### src/verilog/sfcb_defines.vh
/*
 * Register map, field layouts and reset values of the sensor front-end
 * configuration bank. Assumes inclusion by bare name from the design file.
 */
`ifndef SFCB_DEFINES_VH
`define SFCB_DEFINES_VH

// ====================================================================
// Register addresses: EE map, page 2 offsets, and Avalon-MM byte addresses (word index times 4)
// ====================================================================
`define SFCB_EE_BRIDGE 32'h40000034
`define SFCB_EE_PGAIN 32'h40000035
`define SFCB_EE_TGAIN 32'h40000036
`define SFCB_EE_TCHAN 32'h40000037
`define SFCB_EE_TSTYLE 32'h4000003a
`define SFCB_PAGE 4'h2
`define SFCB_PG_BRIDGE 8'h46
`define SFCB_PG_PGAIN 8'h47
`define SFCB_PG_TGAIN 8'h48
`define SFCB_PG_TCHAN 8'h4c
`define SFCB_ADDR_W 12
`define SFCB_A_BRIDGE 12'h118
`define SFCB_A_PGAIN 12'h11c
`define SFCB_A_TGAIN 12'h120
`define SFCB_A_TCHAN 12'h130
`define SFCB_A_TSTYLE 12'h0e8

// ====================================================================
// Write masks and reset values
// ====================================================================
`define SFCB_MSK_BRIDGE 8'h07
`define SFCB_MSK_PGAIN 8'h9f
`define SFCB_MSK_TGAIN 8'h83
`define SFCB_MSK_TCHAN 8'h7f
`define SFCB_MSK_TSTYLE 8'h01
`define SFCB_RST_BRIDGE 8'h00
`define SFCB_RST_PGAIN 8'h00
`define SFCB_RST_TGAIN 8'h00
`define SFCB_RST_TCHAN 8'h40
`define SFCB_RST_TSTYLE 8'h00

// ====================================================================
// Field codes
// ====================================================================
`define SFCB_LVL_2V5 2'h0
`define SFCB_LVL_2V0 2'h1
`define SFCB_LVL_1V25 2'h2
`define SFCB_MUX_EXT 4'h0
`define SFCB_MUX_INT 4'h3
`define SFCB_CUR_OFF 3'h4

`endif
### src/verilog/sfcb_config_bank.v
/*
 * Sensor front-end configuration bank: byte-wide registers behind an
 * Avalon-MM slave, driving static analog control levels.
 * Assumes a synchronous Avalon master on mclk_in and one clock domain.
 */
// Implementation choice: register access over Avalon-MM.
// Operation
// - Bridge register bit 0 turns bridge excitation off (0) or on (1).
// - Bridge level bits 2:1: 00 2.5V, 01 2.0V, 1x 1.25V; reset 00.
// - Pressure gain code in bits 4:0, reset zero; bits 6:5 unused.
// - Pressure register bit 7 inverts pressure amplifier output; reset 0.
// - Temperature gain code in bits 1:0, reset zero; bits 6:2 unused.
// - Temperature gain bit 7 inverts temperature amplifier output; reset 0.
// - Input select 0000 routes external pins, 0011 internal sensor; others reserved.
// - Current 000 25uA, 001 50uA, 010 100uA, 011 500uA, bit6 off; reset 100.
// - Four registers also reached on page 2 at 0x46, 0x47, 0x48, 0x4C.
// - Input style register at 0x4000003A, bit 0 only, read-write, reset 0.
// - Input style 1 makes temperature mux single-ended, 0 differential.
`timescale 1ns/100ps
`include "sfcb_defines.vh"

module sfcb_config_bank (
    input wire mclk_in,
    input wire sys_rst_in,
    input wire [`SFCB_ADDR_W-1:0] avs_address_in,
    input wire avs_read_in,
    input wire avs_write_in,
    input wire [31:0] avs_writedata_in,
    input wire [3:0] avs_byteenable_in,
    output reg [31:0] avs_readdata_out,
    output reg avs_waitrequest_out,
    input wire page_wr_in,
    input wire [3:0] page_sel_in,
    input wire [7:0] page_offset_in,
    input wire [7:0] page_wdata_in,
    output reg [7:0] page_rdata_out,
    output reg bridge_supply_on_out,
    output reg [1:0] bridge_level_sel_out,
    output reg [4:0] pressure_gain_code_out,
    output reg pressure_polarity_flip_out,
    output reg [1:0] temp_gain_code_out,
    output reg temp_polarity_flip_out,
    output reg [3:0] temp_mux_sel_out,
    output reg internal_temp_sense_out,
    output reg temp_mux_reserved_out,
    output reg [2:0] temp_excite_current_out,
    output reg temp_excite_off_out,
    output reg temp_single_ended_out
);

    // ================================================================
    // Storage
    // ================================================================
    reg [7:0] bridge_q;
    reg [7:0] pgain_q;
    reg [7:0] tgain_q;
    reg [7:0] tchan_q;
    reg [7:0] tstyle_q;
    reg ack_q;
    reg [2:0] bus_sel;
    reg [2:0] pg_sel;
    reg [7:0] bus_rd;
    wire bus_req;
    wire bus_wr;
    wire pg_wr;
    wire [7:0] bus_wbyte;
    wire [1:0] level_d;

    // Map a bus byte address to a register number, 0 when unmapped.
    function [2:0] sfcb_bus_decode;
        input [`SFCB_ADDR_W-1:0] addr;
        begin
            case (addr)
                `SFCB_A_BRIDGE: sfcb_bus_decode = 3'h1;
                `SFCB_A_PGAIN: sfcb_bus_decode = 3'h2;
                `SFCB_A_TGAIN: sfcb_bus_decode = 3'h3;
                `SFCB_A_TCHAN: sfcb_bus_decode = 3'h4;
                `SFCB_A_TSTYLE: sfcb_bus_decode = 3'h5;
                default: sfcb_bus_decode = 3'h0;
            endcase
        end
    endfunction

    // Map a page and page offset to a register number, 0 when unmapped.
    function [2:0] sfcb_page_decode;
        input [3:0] page;
        input [7:0] offs;
        begin
            sfcb_page_decode = 3'h0;
            if (page == `SFCB_PAGE) begin
                case (offs)
                    `SFCB_PG_BRIDGE: sfcb_page_decode = 3'h1;
                    `SFCB_PG_PGAIN: sfcb_page_decode = 3'h2;
                    `SFCB_PG_TGAIN: sfcb_page_decode = 3'h3;
                    `SFCB_PG_TCHAN: sfcb_page_decode = 3'h4;
                    default: sfcb_page_decode = 3'h0;
                endcase
            end
        end
    endfunction

    // Request qualification: one wait cycle, answer on the second edge.
    assign bus_req = (avs_read_in | avs_write_in) & ~ack_q;
    assign bus_wr = avs_write_in & ~ack_q & avs_byteenable_in[0];
    assign pg_wr = page_wr_in;
    assign bus_wbyte = avs_writedata_in[7:0];

    // Decode and read multiplexer.
    always @* begin
        bus_sel = sfcb_bus_decode(avs_address_in);
        pg_sel = sfcb_page_decode(page_sel_in, page_offset_in);
        case (bus_sel)
            3'h1: bus_rd = bridge_q;
            3'h2: bus_rd = pgain_q;
            3'h3: bus_rd = tgain_q;
            3'h4: bus_rd = tchan_q;
            3'h5: bus_rd = tstyle_q;
            default: bus_rd = 8'h00;
        endcase
    end

    // ================================================================
    // Register writes; the bus wins over the page port on a collision.
    // ================================================================
    always @(posedge mclk_in) begin
        if (sys_rst_in) begin
            bridge_q <= `SFCB_RST_BRIDGE;
            pgain_q <= `SFCB_RST_PGAIN;
            tgain_q <= `SFCB_RST_TGAIN;
            tchan_q <= `SFCB_RST_TCHAN;
            tstyle_q <= `SFCB_RST_TSTYLE;
        end else begin
            if (bus_wr && bus_sel == 3'h1)
                bridge_q <= bus_wbyte & `SFCB_MSK_BRIDGE;
            else if (pg_wr && pg_sel == 3'h1)
                bridge_q <= page_wdata_in & `SFCB_MSK_BRIDGE;
            if (bus_wr && bus_sel == 3'h2)
                pgain_q <= bus_wbyte & `SFCB_MSK_PGAIN;
            else if (pg_wr && pg_sel == 3'h2)
                pgain_q <= page_wdata_in & `SFCB_MSK_PGAIN;
            if (bus_wr && bus_sel == 3'h3)
                tgain_q <= bus_wbyte & `SFCB_MSK_TGAIN;
            else if (pg_wr && pg_sel == 3'h3)
                tgain_q <= page_wdata_in & `SFCB_MSK_TGAIN;
            if (bus_wr && bus_sel == 3'h4)
                tchan_q <= bus_wbyte & `SFCB_MSK_TCHAN;
            else if (pg_wr && pg_sel == 3'h4)
                tchan_q <= page_wdata_in & `SFCB_MSK_TCHAN;
            if (bus_wr && bus_sel == 3'h5)
                tstyle_q <= bus_wbyte & `SFCB_MSK_TSTYLE;
        end
    end

    // Avalon handshake and read data, plus page-port read data.
    always @(posedge mclk_in) begin
        if (sys_rst_in) begin
            ack_q <= 1'b0;
            avs_waitrequest_out <= 1'b1;
            avs_readdata_out <= 32'h00000000;
            page_rdata_out <= 8'h00;
        end else begin
            ack_q <= bus_req;
            avs_waitrequest_out <= ~bus_req;
            if (bus_req)
                avs_readdata_out <= {24'h000000, bus_rd};
            case (pg_sel)
                3'h1: page_rdata_out <= bridge_q;
                3'h2: page_rdata_out <= pgain_q;
                3'h3: page_rdata_out <= tgain_q;
                3'h4: page_rdata_out <= tchan_q;
                default: page_rdata_out <= 8'h00;
            endcase
        end
    end

    // Bridge level: codes 10 and 11 both select the lowest supply.
    assign level_d = bridge_q[2] ? `SFCB_LVL_1V25 : bridge_q[2:1];

    // ================================================================
    // Analog control outputs, registered one stage from storage.
    // ================================================================
    always @(posedge mclk_in) begin
        if (sys_rst_in) begin
            bridge_supply_on_out <= 1'b0;
            bridge_level_sel_out <= `SFCB_LVL_2V5;
            pressure_gain_code_out <= 5'h00;
            pressure_polarity_flip_out <= 1'b0;
            temp_gain_code_out <= 2'h0;
            temp_polarity_flip_out <= 1'b0;
            temp_mux_sel_out <= `SFCB_MUX_EXT;
            internal_temp_sense_out <= 1'b0;
            temp_mux_reserved_out <= 1'b0;
            temp_excite_current_out <= `SFCB_CUR_OFF;
            temp_excite_off_out <= 1'b1;
            temp_single_ended_out <= 1'b0;
        end else begin
            bridge_supply_on_out <= bridge_q[0];
            bridge_level_sel_out <= level_d;
            pressure_gain_code_out <= pgain_q[4:0];
            pressure_polarity_flip_out <= pgain_q[7];
            temp_gain_code_out <= tgain_q[1:0];
            temp_polarity_flip_out <= tgain_q[7];
            temp_mux_sel_out <= tchan_q[3:0];
            internal_temp_sense_out <= (tchan_q[3:0] == `SFCB_MUX_INT);
            temp_mux_reserved_out <= (tchan_q[3:0] != `SFCB_MUX_EXT) &&
                (tchan_q[3:0] != `SFCB_MUX_INT);
            temp_excite_current_out <= tchan_q[6:4];
            temp_excite_off_out <= tchan_q[6];
            temp_single_ended_out <= tstyle_q[0];
        end
    end

endmodule // sfcb_config_bank

### config.mk
export PLATFORM = sky130hd
export DESIGN_NAME = sfcb_config_bank
export DESIGN_NICKNAME = d
export VERILOG_FILES = /design/src/verilog/sfcb_config_bank.v
export VERILOG_INCLUDE_DIRS = /design/src /design/src/verilog
export SDC_FILE = /design/constraint.sdc
export NUM_CORES = 1
export LEC_CHECK = 0
export BUFFER_PORTS_ARGS = -buffer_cell sky130_fd_sc_hd__buf_2
export CAP_MARGIN = 15
export CORE_MARGIN = 2
export CORE_UTILIZATION = 42
export CTS_CLUSTER_SIZE = 10
export DETAILED_ROUTE_END_ITERATION = 10
export PLACE_DENSITY = 0.79
export SLEW_MARGIN = 20
export SYNTH_ARGS = -nofsm -noshare
export SYNTH_HDL_FRONTEND = slang
export SYNTH_SLANG_ARGS = --single-unit
### constraint.sdc
create_clock -name mclk_in -period 1.6 [get_ports mclk_in]
set_input_delay 0 -clock mclk_in [delete_from_list [all_inputs] [get_ports mclk_in]]
set_output_delay 0 -clock mclk_in [all_outputs]
set_load 0.03 [all_outputs]
==> impl_metrics.json, run 1 <==
{
  "cts.hold.buffers_added": 12,
  "drive_above_1_share_pct": 34.1,
  "antenna_found_initial": 0,
  "postCtsSetupBuffers": 0,
  "leakage_nw": 1.63,
  "rows": 29,
  "wl_per_cell_um": 15.5,
  "cp-end-kind": "flip-flop",
  "detail_route.first_pass.iterations": 5,
  "io_pins": 137,
  "root_buffer": "clkbuf_8",
  "total_power_mw": 3.22,
  "max_cap_viol_count": 0,
  "routed_via_density": 5.49,
  "cts_inserted_buffers": 9,
  "grt_max_degree": 26,
  "gp_congestion": 0.893,
  "clk_pin_slew_worst_paths_ns": 0.06,
  "avgSynthCellArea_sq_um": 9.32,
  "finalSetupViolations": 0,
  "crit_fanout": 10,
  "syn_area_sq_um": 2830,
  "die_area_sq_um": 7400,
  "fillCellCount": 576,
  "syn_inst": 303,
  "drt-initial-drc-count": 147,
  "cp.required_ns": 1.86,
  "grt_first_pass_wirelength_mm": 12.1,
  "slew_violations": 0,
  "fin_crit_sh_pct": 90.3,
  "core_sq_um": 6420,
  "cts_sinks": 60,
  "ys_ff_latch": 60,
  "insertion_delay_ns": 0.33,
  "routed_wl_mm": 7.63,
  "final_util_pct": 56.7,
  "drtAntennaViolNets": 0,
  "fin_nets": 483,
  "synth_edf_count": 0,
  "die_w_um": 86.0,
  "ys_seq_area_share_pct": 42.5,
  "tritoncts": "done",
  "die_y_um": 86.0,
  "worstHoldPathType": "input pin to flip-flop",
  "crit_type": "flip-flop to flip-flop",
  "hold_viol_final": 0,
  "grt_setup_unrepaired": "no",
  "cts-resized-gates": 0,
  "num_antenna_cells": 0,
  "grtUsageTotal_pct": 20.7,
  "final.min_clock_period_ns": 1.44,
  "start_util_pct": 44.0,
  "cts_max_level": 3,
  "timing.fmax_ghz": 0.692,
  "vias": 2697,
  "synthToLayoutAreaGrowth_pct": 28.8,
  "grt_pass1_vias": 2547,
  "portBuffers": 85,
  "cp.arrival_ns": 1.70,
  "status": "finished, final reports clean",
  "ir_drop_mv": 0.395,
  "ys.flop_type": "dfxtp_1",
  "grt.overflow.total": 0,
  "fin_skew_ns": 0.00570,
  "drc_errors": 0,
  "cts_buffer_depth": 2,
  "synth_warnings": 0,
  "hpwl_mm": 5.58,
  "async_flop_share_pct": 0,
  "cp-start-kind": "flip-flop",
  "synth_cell_types": 45,
  "power-per-cell-area_nw_per_um2": 886
}
==> per-stage QoR <==
stage / setup slack [ns] / hold slack [ns] / cell area, sq um / TNS (ns) / cells
after global routing: 0.0473 / 0.0240 / 3640 / 0 / 491
after detailed placement: -0.117 / 0.257 / 3320 / -0.865 / 464
after global placement: -0.0856 / 0.261 / 3320 / -0.486 / 464
after floorplan: -0.0234 / 0.152 / 2920 / -0.114 / 326
after CTS: 0.172 / 0.00791 / 3640 / 0 / 491
final: 0.155 / 0.00617 / 3640 / 0 / 491
==> final timing paths <==
path | startpoint | to | slack (ns) | cells past startpoint
setup / recovery | ack_q$_SDFF_PP0_ | bridge_q[1]$_SDFFE_PP0P_ | 0.16 | 3
hold / removal | avs_writedata_in[2] | tchan_q[2]$_SDFFE_PP0P_ | 0.006 | 3
setup reg to reg | ack_q$_SDFF_PP0_ | bridge_q[1]$_SDFFE_PP0P_ | 0.16 | 3
hold reg to reg | avs_readdata_out[5]$_SDFFE_PP0P_ | avs_readdata_out[5]$_SDFFE_PP0P_ | 0.46 | 2
==> synthesized netlist by cell type (all sizes together) (4+ instances only) <==
master / instances / area [sq um]
nor2b: 21 / 131
nand2: 9 / 33.8
nand3b: 4 / 30.0
o21ai: 14 / 70.1
buf: 31 / 223
clkbuf: 13 / 48.8
nand4: 10 / 62.6
mux2i: 18 / 180
a31o: 6 / 52.6
and3: 4 / 25.0
mux2: 10 / 113
o41ai: 4 / 35.0
nor2: 16 / 60.1
a21oi: 29 / 145
nand3: 13 / 65.1
dfxtp: 60 / 1200
==> state kept, by name, summed over array words and instances (netlist names), 2 cells and up <==
signal                   cells
avs_readdata_out             8
page_rdata_out               8
tchan_q                      7
pgain_q                      6
pressure_gain_code_out       5
temp_mux_sel_out             4
bridge_q                     3
temp_excite_current_out      3
tgain_q                      3
bridge_level_sel_out         2
temp_gain_code_out           2
==> placed cells by master (no fill, tap or decap), types with 6 or more instances in the layout <==
master,netlist,final
nand4_1,10,10
a21oi_1,29,29
nor2_1,16,16
nand3_1,13,13
clkbuf_8,0,12
buf_2,4,85
dlygate4sd3_1,0,12
dfxtp_1,60,60
mux2i_1,18,18
o21ai_0,13,13
mux2_2,10,10
nand2_1,9,9
nor2b_1,21,21
conb_1,1,24
buf_4,25,20
a31o_2,6,6
==> final cells by class <==
class | count | area, sq um | area share (%)
clock buffer | 14 | 173 | 4.75
inverter | 2 | 7.51 | 0.206
multi-input combinational | 220 | 1440 | 39.4
clock inverter | 1 | 30.0 | 0.825
tap | 77 | 96.3 | 2.65
timing repair buffer | 117 | 696 | 19.1
sequential | 60 | 1200 | 33.0
==> report_power, final <==
group | switching (mW) | internal [mW] | leakage (nW)
registers | 0.00628 | 1.50 | 0.484
clock network | 0.531 | 0.840 | 0.103
logic | 0.224 | 0.120 | 1.04
total | 0.762 | 2.46 | 1.63
==> worst max-delay path, stage by stage, from the launching register on <==
cell      delay (ns)
dfxtp_1         0.34
nand3b_1        0.39
or3_1           0.47
a21oi_1         0.17
==> routing by layer <==
layer | share of wire (%) | vias to the layer above | track usage [%]
li1 | - | 1259 | -
met1 | 41 | 1250 | 25.6
met2 | 48 | 169 | 35.3
met3 | 8.7 | 19 | 3.56
met4 | 2.1 | 0 | 8.95
met5 | 0 | - | 0
==> logic make-up after synthesis <==
group           synth area share, %
mux                            10.4
other cells                   0.133
xor+xnor                      0.310
compound gates                 13.4
flops                          42.5
buf+inv                        9.88
simple gates                   23.4
(Power assumes the default switching activity.)
==> run 2, diff against run 1 <==
--- a/config.mk
+++ b/config.mk
@@ -6,13 +6,13 @@
 export SDC_FILE = /design/constraint.sdc
 export NUM_CORES = 1
 export LEC_CHECK = 0
-export BUFFER_PORTS_ARGS = -buffer_cell sky130_fd_sc_hd__buf_2
+export BUFFER_PORTS_ARGS = -buffer_cell sky130_fd_sc_hd__buf_4
 export CAP_MARGIN = 15
 export CORE_MARGIN = 2
-export CORE_UTILIZATION = 42
+export CORE_UTILIZATION = 46
 export CTS_CLUSTER_SIZE = 10
 export DETAILED_ROUTE_END_ITERATION = 10
-export PLACE_DENSITY = 0.79
+export PLACE_DENSITY = 0.82
 export SLEW_MARGIN = 20
 export SYNTH_ARGS = -nofsm -noshare
 export SYNTH_HDL_FRONTEND = slang
==> constraint.sdc (replaced) <==
create_clock -name mclk_in -period 1.35 [get_ports mclk_in]
set_input_delay 0 -clock mclk_in [delete_from_list [all_inputs] [get_ports mclk_in]]
set_output_delay 0 -clock mclk_in [all_outputs]
set_load 0.03 [all_outputs]
==> run 2 against run 1 <==
  * Clock power up 28%
  * Critical endpoint is now tgain_q[7]$_SDFFE_PP0P_
  * Critical path type is now input pin to flip-flop
  * Sequential share of layout area down 2.8 points
  * Sequential cell count unchanged
==> impl_metrics.json, run 2 (synthesized netlist as in run 1, its figures left out) <==
{
  "status": "finished, final reports clean",
  "drtAntennaViolNets": 0,
  "p_sw_share_pct": 23.8,
  "final_cell_mix": "buf_4 (108), dfxtp_1 (60), a21oi_1 (29), conb_1 (24), nor2b_1 (21)",
  "grt_max_degree": 35,
  "largest_registers": "avs_readdata_out: 8 flops, page_rdata_out: 8 flops, tchan_q: 7 flops",
  "drive_above_1_share_pct": 36.0,
  "power-per-cell-area_nw_per_um2": 1010,
  "final_common_cell": "buf_4",
  "p_int_mw": 3.07,
  "grt.overflow.total": 0,
  "slew_violations": 0,
  "synthToLayoutAreaGrowth_pct": 40.8,
  "cp-start-kind": "input pin",
  "ir_drop_mv": 0.637,
  "crit_type": "input pin to flip-flop",
  "insertion_delay_ns": 0.34,
  "hold_depth": 3,
  "hpwl_mm": 5.47,
  "num_antenna_cells": 0,
  "gp_congestion": 0.833,
  "cts_inserted_buffers": 9,
  "cp.required_ns": 1.57,
  "crit_fanout": 7,
  "fillCellCount": 470,
  "startpoint": "page_offset_in[5]",
  "die_y_um": 82.4,
  "clk_pin_slew_worst_paths_ns": 0.06,
  "tritoncts": "done",
  "p_switching_mw": 0.963,
  "grt_first_pass_wirelength_mm": 12.2,
  "fin_nets": 493,
  "leakage_nw": 1.72,
  "pwr-share-comb_pct": 12.0,
  "grt_pass1_vias": 2528,
  "finalSetupViolations": 0,
  "max_cap_viol_count": 0,
  "root_buffer": "clkbuf_8",
  "die_w_um": 82.4,
  "worstHoldPathType": "input pin to flip-flop",
  "place_area_sq_um": 3560,
  "reg2reg_from": "ack_q$_SDFF_PP0_",
  "fin_skew_ns": 0.00767,
  "die_area_sq_um": 6780,
  "grtUsageTotal_pct": 24.0,
  "cp.arrival_ns": 1.57,
  "start_util_pct": 47.7,
  "grt_setup_unrepaired": "yes",
  "wl_per_cell_um": 15.9,
  "routed_via_density": 5.50,
  "cts_sinks": 60,
  "vias": 2748,
  "cts_buffer_depth": 2,
  "cp-end-kind": "flip-flop",
  "stdcell_area_sq_um": 3980,
  "final.min_clock_period_ns": 1.35,
  "fin_crit_sh_pct": 99.8,
  "antenna_found_initial": 0,
  "portBuffers": 85,
  "setup_tns_ns": 0,
  "io_pins": 137,
  "timing.fmax_ghz": 0.742,
  "cts_max_level": 3,
  "drc_errors": 0,
  "seqPwrFrac_pct": 44.3,
  "core_sq_um": 5920,
  "rr_worst_depth": 5,
  "rows": 28,
  "clkPwrFrac_pct": 43.7,
  "drt-initial-drc-count": 181,
  "routed_wl_mm": 7.96,
  "total_power_mw": 4.04,
  "hold_ws_ns": 0.0266,
  "hold_viol_final": 0,
  "min_from": "page_offset_in[2]",
  "detail_route.first_pass.iterations": 4
}
-- run 2: final timing paths --
path,slack (ns),endpoint
max reg2reg,0.04,tgain_q[7]$_SDFFE_PP0P_
min reg2reg,0.46,avs_readdata_out[5]$_SDFFE_PP0P_
max,0.003,tgain_q[7]$_SDFFE_PP0P_
min,0.03,page_rdata_out[3]$_SDFF_PP0_
-- run 2: per-stage QoR --
step,util [%],worst slack [ns],std cells
3_5_place_dp,60.1,-0.383,466
5_1_grt,67.2,-0.0192,500
2_1_floorplan,-,-0.273,326
6_report,67.2,0.00265,500
4_1_cts,66.4,-0.00997,497
3_3_place_gp,60.1,-0.358,466
-- run 2: routing by layer --
| layer | wire length, um | GRT usage (%) | vias to the layer above |
|---|---|---|---|
| met5 | 0 | 0 | - |
| met1 | 3070 | 28.0 | 1274 |
| li1 | - | - | 1287 |
| met3 | 786 | 6.09 | 19 |
| met2 | 3960 | 42.1 | 168 |
| met4 | 151 | 9.00 | 0 |
-- run 2: cell type report --
type                    instances  area [sq um]  area share, %
multi-input cells             220          1450           36.5
clock inverters                 4          72.6           1.82
well taps                      75          93.8           2.36
clock buffers                  12           145           3.65
inverters                       2          7.51          0.189
flip-flops and latches         60          1200           30.2
repair buffers                127          1000           25.3
-- run 2: timing repair --
item,CTS,global route
buffers inserted,0,2
gates resized for setup,3,8
endpoints found under the setup margin,6,10
pin swaps,0,1
hold buffers,15,1
hold endpoints to repair,18,1
-- run 2: worst max-delay path: stages --
cell and delay [ns]:
buf_6 0.09, or4b_4 0.60, or4_4 0.58, mux2i_1 0.19, a21oi_1 0.10
-- run 2: power groups by stage --
| stage | Sequential [mW] | Combinational (mW) | Clock (mW) |
|---|---|---|---|
| after global routing | 1.79 | 0.514 | 1.86 |
| after detailed placement | 1.83 | 0.426 | 0 |
| after CTS | 1.79 | 0.467 | 1.79 |
| after global placement | 1.83 | 0.421 | 0 |
| final | 1.79 | 0.484 | 1.76 |
| after floorplan | 1.84 | 0.275 | 0 |
